[config.mk]
export PLATFORM = sky130hd
export DESIGN_NAME = qdr_slave
export DESIGN_NICKNAME = d
export VERILOG_FILES = /design/src/include/qdr_pkg.sv /design/src/rtl/qdr_slave.sv
export SDC_FILE = /design/constraint.sdc
export NUM_CORES = 1
export LEC_CHECK = 0
export ABC_AREA = 1
export BUFFER_PORTS_ARGS = -buffer_cell sky130_fd_sc_hd__clkbuf_2
export CORE_AREA = 3 3 69 71
export DETAILED_ROUTE_END_ITERATION = 10
export DIE_AREA = 0 0 72 74
export PLACE_DENSITY = 0.82
export SYNTH_ARGS = -nofsm -noshare
export SYNTH_HDL_FRONTEND = slang
export SYNTH_SLANG_ARGS = --single-unit
[constraint.sdc]
create_clock -name sys_clk -period 5.1 [get_ports sys_clk]
set_clock_uncertainty 0.15 [all_clocks]
set_input_delay 0.765 -clock sys_clk [delete_from_list [all_inputs] [get_ports sys_clk]]
set_output_delay 0.765 -clock sys_clk [all_outputs]
set_load 0.1 [all_outputs]
[src/include/qdr_pkg.sv]
// Package with constants for the quad DAC two-wire readback slave.
package qdr_pkg;
    localparam logic [4:0] ADDR_FIXED = 5'h13;
    localparam int CHAN_COUNT = 4;
    localparam int DATA_W = 8;
    localparam int PD_W = 2;
    localparam logic [5:0] PD_FILL = 6'h3F;
    localparam logic [7:0] LOW_FILL = 8'h00;
    localparam logic [1:0] SEL_RESET = 2'h0;
    localparam logic PD_FLAG_RESET = 1'b0;
    localparam logic [3:0] BIT_LAST = 4'h7;
    localparam logic [3:0] BIT_ACK = 4'h8;
    localparam logic [1:0] BYTES_NORMAL = 2'h2;
    localparam logic [1:0] BYTES_PWRDN = 2'h3;
    typedef enum logic [2:0] {
        QDR_IDLE, QDR_ADDR, QDR_CTRL, QDR_WDATA, QDR_TX, QDR_RXACK, QDR_HOLD
    } qdr_state_t;
endpackage

[src/rtl/qdr_slave.sv]
// Two-wire slave that acknowledges addressing and control and transmits channel readback bytes.
`timescale 1ns/1ps
module qdr_slave (
    // Clock and reset
    input wire logic sys_clk,
    input wire logic rst_n,
    // Two-wire bus pins
    input wire logic sclIn,
    input wire logic sdaIn,
    output logic sdaOut,
    output logic sdaOe,
    // Strap and channel contents
    input wire logic [1:0] hwAddr,
    input wire logic [qdr_pkg::CHAN_COUNT*qdr_pkg::DATA_W-1:0] chanData,
    input wire logic [qdr_pkg::CHAN_COUNT*qdr_pkg::PD_W-1:0] chanPwrdn,
    // Status of the latched control byte
    output logic [1:0] chanSel,
    output logic powerDownFlag,
    output logic [1:0] loadMode,
    output logic [1:0] extAddr
);
    import qdr_pkg::*;

    typedef struct packed {
        logic [1:0] sclSync;
        logic [1:0] sdaSync;
        logic sclPrev;
        logic sdaPrev;
        qdr_state_t state;
        logic [3:0] bitCnt;
        logic [7:0] shift;
        logic [1:0] byteIdx;
        logic [1:0] chanSel;
        logic powerDownFlag;
        logic [1:0] loadMode;
        logic [1:0] extAddr;
        logic sdaOut;
        logic sdaOe;
    } qdr_regs_t;

    qdr_regs_t r;
    qdr_regs_t next_r;

    logic scl;
    logic sda;
    logic sclRise;
    logic sclFall;
    logic startSeen;
    logic stopSeen;
    logic [7:0] rxByte;
    logic [1:0] byteTotal;
    logic [7:0] txByte;

    assign scl = r.sclSync[1];
    assign sda = r.sdaSync[1];
    assign sclRise = scl && !r.sclPrev;
    assign sclFall = !scl && r.sclPrev;
    assign startSeen = scl && r.sclPrev && r.sdaPrev && !sda;
    assign stopSeen = scl && r.sclPrev && !r.sdaPrev && sda;
    assign rxByte = {r.shift[6:0], sda};
    assign byteTotal = r.powerDownFlag ? BYTES_PWRDN : BYTES_NORMAL;

    // The byte loaded is chosen by position; the low byte carries only the LOW_FILL constant.
    always_comb begin
        logic [1:0] pos;
        pos = r.powerDownFlag ? r.byteIdx : r.byteIdx + 2'h1;
        unique case (pos)
            2'h0: txByte = {chanPwrdn[r.chanSel*PD_W +: PD_W], PD_FILL};
            2'h1: txByte = chanData[r.chanSel*DATA_W +: DATA_W];
            default: txByte = LOW_FILL;
        endcase
    end

    always_comb begin
        next_r = r;
        next_r.sclSync = {r.sclSync[0], sclIn};
        next_r.sdaSync = {r.sdaSync[0], sdaIn};
        next_r.sclPrev = scl;
        next_r.sdaPrev = sda;
        if (startSeen) begin
            // A repeated start always returns to addressing and lets go of the line.
            next_r.state = QDR_ADDR;
            next_r.bitCnt = 4'h0;
            next_r.sdaOe = 1'b0;
        end else if (stopSeen) begin
            next_r.state = QDR_IDLE;
            next_r.sdaOe = 1'b0;
        end else begin
            unique case (r.state)
                QDR_IDLE, QDR_HOLD: begin
                    next_r.sdaOe = 1'b0;
                end
                QDR_ADDR, QDR_CTRL, QDR_WDATA: begin
                    if (sclRise && r.bitCnt <= BIT_LAST) begin
                        next_r.shift = rxByte;
                        next_r.bitCnt = r.bitCnt + 4'h1;
                    end else if (sclFall && r.bitCnt == BIT_ACK) begin
                        // The acknowledge clock must not be shifted in as a data bit, so the count parks past the byte.
                        next_r.bitCnt = BIT_ACK + 4'h1;
                        next_r.sdaOe = 1'b0;
                        if (r.state == QDR_ADDR) begin
                            if (r.shift[7:3] == ADDR_FIXED && r.shift[2:1] == hwAddr) begin
                                next_r.sdaOe = 1'b1;
                                next_r.sdaOut = 1'b0;
                                next_r.byteIdx = 2'h0;
                                next_r.state = r.shift[0] ? QDR_TX : QDR_CTRL;
                                // Transmit counts its own bits from the acknowledge clock's falling edge.
                                next_r.bitCnt = r.shift[0] ? 4'h0 : BIT_ACK + 4'h1;
                            end else begin
                                next_r.state = QDR_HOLD;
                            end
                        end else if (r.state == QDR_CTRL) begin
                            next_r.extAddr = r.shift[7:6];
                            next_r.loadMode = r.shift[5:4];
                            next_r.chanSel = r.shift[2:1];
                            next_r.powerDownFlag = r.shift[0];
                            next_r.sdaOe = 1'b1;
                            next_r.sdaOut = 1'b0;
                            next_r.state = QDR_WDATA;
                        end else begin
                            // Write data bytes belong to another path; this one only acknowledges.
                            next_r.sdaOe = 1'b1;
                            next_r.sdaOut = 1'b0;
                        end
                    end else if (sclFall && r.bitCnt == BIT_ACK + 4'h1) begin
                        next_r.sdaOe = 1'b0;
                        next_r.bitCnt = 4'h0;
                    end
                end
                QDR_TX: begin
                    if (sclFall) begin
                        if (r.bitCnt == 4'h0) begin
                            next_r.shift = {txByte[6:0], 1'b0};
                            next_r.sdaOut = txByte[7];
                            next_r.sdaOe = 1'b1;
                            next_r.bitCnt = 4'h1;
                        end else if (r.bitCnt == BIT_ACK) begin
                            next_r.sdaOe = 1'b0;
                            next_r.state = QDR_RXACK;
                        end else begin
                            next_r.sdaOut = r.shift[7];
                            next_r.shift = {r.shift[6:0], 1'b0};
                            next_r.bitCnt = r.bitCnt + 4'h1;
                        end
                    end
                end
                QDR_RXACK: begin
                    if (sclRise) begin
                        next_r.bitCnt = 4'h0;
                        if (sda || r.byteIdx + 2'h1 >= byteTotal) begin
                            next_r.state = QDR_HOLD;
                        end else begin
                            next_r.byteIdx = r.byteIdx + 2'h1;
                            next_r.state = QDR_TX;
                        end
                    end
                end
                default: next_r.state = QDR_IDLE;
            endcase
            if (r.state == QDR_TX && sclFall && r.bitCnt == 4'h0) begin
                next_r.bitCnt = 4'h1;
            end
        end
    end

    always_ff @(posedge sys_clk) begin
        if (!rst_n) begin
            r <= '{sclSync: 2'h3, sdaSync: 2'h3, sclPrev: 1'b1, sdaPrev: 1'b1, state: QDR_IDLE,
                   bitCnt: 4'h0, shift: 8'h00, byteIdx: 2'h0, chanSel: SEL_RESET,
                   powerDownFlag: PD_FLAG_RESET, loadMode: 2'h0, extAddr: 2'h0,
                   sdaOut: 1'b1, sdaOe: 1'b0};
        end else begin
            r <= next_r;
        end
    end

    assign sdaOut = r.sdaOut;
    assign sdaOe = r.sdaOe;
    assign chanSel = r.chanSel;
    assign powerDownFlag = r.powerDownFlag;
    assign loadMode = r.loadMode;
    assign extAddr = r.extAddr;

    ack_on_addr_a: assert property (@(posedge sys_clk) disable iff (!rst_n)
        (r.state == QDR_ADDR && sclFall && r.bitCnt == BIT_ACK && r.shift[7:3] == ADDR_FIXED
         && r.shift[2:1] == hwAddr) |=> (sdaOe && !sdaOut))
        else $error("address match not acknowledged");
    addr_mismatch_a: assert property (@(posedge sys_clk) disable iff (!rst_n)
        (r.state == QDR_ADDR && sclFall && r.bitCnt == BIT_ACK && r.shift[7:3] != ADDR_FIXED)
         |=> !sdaOe)
        else $error("foreign address acknowledged");
    ack_release_a: assert property (@(posedge sys_clk) disable iff (!rst_n)
        ((r.state == QDR_CTRL || r.state == QDR_WDATA) && sclFall && r.bitCnt == BIT_ACK + 4'h1)
         |=> !sdaOe)
        else $error("acknowledge held past its clock");
    ctrl_latch_a: assert property (@(posedge sys_clk) disable iff (!rst_n)
        (r.state == QDR_CTRL && sclFall && r.bitCnt == BIT_ACK && !startSeen && !stopSeen)
         |=> (chanSel == $past(r.shift[2:1]) && powerDownFlag == $past(r.shift[0])))
        else $error("control byte not latched");
    byte_count_a: assert property (@(posedge sys_clk) disable iff (!rst_n)
        (r.state == QDR_RXACK && sclRise && !sda && !startSeen && !stopSeen
         && r.byteIdx == 2'h1 && !powerDownFlag) |=> r.state == QDR_HOLD)
        else $error("too many bytes with flag clear");
    pd_fill_a: assert property (@(posedge sys_clk) disable iff (!rst_n)
        (r.state == QDR_TX && sclFall && r.bitCnt == 4'h0 && powerDownFlag && r.byteIdx == 2'h0
         && !startSeen && !stopSeen) |=> r.shift[6:1] == PD_FILL)
        else $error("power-down byte fill wrong");
    hold_release_a: assert property (@(posedge sys_clk) disable iff (!rst_n)
        (r.state == QDR_HOLD) |=> !sdaOe)
        else $error("SDA driven after readback end");
    stop_release_a: assert property (@(posedge sys_clk) disable iff (!rst_n)
        stopSeen |=> (!sdaOe && r.state == QDR_IDLE))
        else $error("stop did not release bus");
    nack_end_a: assert property (@(posedge sys_clk) disable iff (!rst_n)
        (r.state == QDR_RXACK && sclRise && sda && !startSeen && !stopSeen)
         |=> (r.state == QDR_HOLD) ##1 !sdaOe)
        else $error("nack did not end transmit");
endmodule

==> impl_metrics.ini <==
[outcome]
status = complete, no violations

[sta]
rsz0062_at_grt = no
setup_viol = 0
layout_setup_ws_ns = 2.55
fin_crit_ns = 2.55
worst_slew_pin_slew_ns = 0.696
hold_violations = 0
slew_headroom = 0.535
setup_tns_ns = 0
fmaxAchievable_mhz = 393
drv_slew = 0
fin_crit_sh = 0.499

[placed_design]
dpl_worst_slack_ns = 2.86
gp_congestion = 0.944
numPortBuffers = 54
hpwlAfterDp_mm = 5.09

[floorplan]
die-area_mm2 = 0.00533
coreArea_mm2 = 0.00429
start_util = 0.557
ioPinCount = 55
die_h_um = 74
die_w_um = 72
std_cell_rows = 24

[critical_path]
r2r_slack_ns = 2.84
max_stage_delay_ns = 0.77
crit_path_top_delay_cell = dfxtp_1
critical_path_class = flip-flop to output pin
cp-end-kind = output pin
worst_ep_arrival_time_ns = 1.63
path_delay_family = flip-flops
critPathRequiredTime_ns = 4.18
cp_max_fo = 23
path_buf_inv = 1
start_kind = flip-flop
crit_chain = clkbuf_2

[cells_and_area]
final_cell_mix = nand2_1 (151), nor2_1 (70), clkbuf_2 (54), inv_1 (48), nand3_1 (34)
area_growth_pct = 13.5
drive_above_1_share = 0.160
mostFrequentLayoutCell = nand2_1
fillCellCount = 447
multi_input_area_mm2 = 0.00148
seq_area_um2 = 641
antenna_cells = 0
final_net_count = 524

[clock_tree]
cts_buffers = 5
h-tree-depth = 2
cts_setup_buffers = 0
clk_latency_ns = 0.28
root_buffer = clkbuf_8
cts_num_sinks = 32
path_clk_slew_ns = 0.07
cts_hold_buf = 0
ctsLongestPathBuffers = 2
cts_resized = 0
cts_tree = done

[pwr]
p_leak_nw = 1.49
finalPower_mw = 1.04
power_density_mw_per_mm2 = 384
irDropWorstVdd_v = 0.000288

[synth]
ys_seq_area_frac = 0.268
syn_area_mm2 = 0.00239
yosysWarnings = 0
synthArstFlopShare = 0
synth_nets = 480
synth-main-ff-cell = dfxtp_1
synth_cells = 430
syn_avg_cell_area_um2 = 5.56
synth_largest_area_cell = dfxtp_1
synth_edf_count = 0
synth-seq-cells = 32
yosysUniqueCellTypes = 25
synthTopCellsByArea = dfxtp_1 (27%), nand2_1 (24%), nor2_1 (11%)
yosys.area.top_type_share = 0.268

[job]
max_cap_violations = 0

[grt]
busiest_layer = met2
grtUsageMet2 = 0.449
grt_use_met1 = 0.308
antenna_found_initial = 0
first_global_vias = 2489
grt_max_degree = 24
grt.overflow.total = 0
gr-usage-met3 = 0.0419
grt_pass1_wl_mm = 10.6
grtUsageTotal = 0.250

[drt]
antenna_left = 0
vias_per_cell = 5.16
vias = 2714
wire_per_inst_um = 12.1
drt_wl_total_mm = 6.38
first_pass_iters = 4
drc = 0
drt_iter0_markers = 180

[min_path]
hp-class = flip-flop to flip-flop
==> sequential cells by signal, indices dropped and copies added, names as in the netlist <==
signal	cells
chanSel	2
sdaOut	1
loadMode	2
next_r	4
r	19
powerDownFlag	1
extAddr	2
sdaOe	1
==> per-layer routing <==
metal  vias to the layer above  share of wire
met1                      1206           0.47
met4                         0          0.012
met3                         9          0.052
met2                        77           0.47
li1                       1422              -
met5                         -              0
==> where the power goes <==
group          internal [mW]  switching (mW)  total [mW]  leakage [nW]
clock network         0.0927          0.0935       0.186        0.0410
registers              0.298          0.0550       0.353         0.261
logic                  0.169           0.334       0.504          1.19
==> final cells by class <==
class | instances | area share
flip-flops and latches | 32 | 0.236
well taps | 52 | 0.0240
multi-input cells | 331 | 0.543
repair buffers | 54 | 0.0995
inverters | 50 | 0.0691
clock inverters | 1 | 0.00184
clock buffers | 6 | 0.0267
==> cell families (layout without fill, tap and decap cells) <==
kind of cell / count (synthesis) / count (layout) / synth area share
AND/OR/NAND/NOR: 274 / 274 / 0.476
XOR/XNOR: 1 / 1 / 0.00366
flip-flops: 32 / 32 / 0.268
buffers and inverters: 67 / 111 / 0.116
AO/OA/AOI/OAI: 52 / 52 / 0.116
adder cells (fa/ha/maj): 4 / 4 / 0.0209
==> through the flow <==
stage               area (um2)  hold WS, ns  utilization  std cells
detailed placement        2640        0.259        0.615        519
CTS                       2720        0.274        0.633        526
floorplan                 2390        0.243            -        430
global route              2720        0.285        0.633        526
finish                    2720        0.269        0.633        526
global placement          2640        0.246        0.615        519
==> path summary, 6_finish.rpt <==
| check | startpoint | end | cells past startpoint |
|---|---|---|---|
| min | next_r[31] | next_r[27] | 1 |
| max | chanSel[0] | chanSel[0] | 1 |
| max reg2reg | chanSel[0] | r[13] | 9 |
| min reg2reg | next_r[31] | next_r[27] | 1 |
==> synth_stat cells (2+ instances only) <==
library cell	n
nand2_1	151
nor2_1	70
inv_1	48
nand3_1	34
dfxtp_1	32
o21ai_0	30
a21oi_1	15
clkbuf_1	9
buf_4	6
nand4_1	5
or2_2	5
ha_1	4
o21ai_1	4
buf_2	2
inv_2	2
nand2_4	2
nand3_2	2
nor2_2	2
Power figures use the tool's default switching activity.
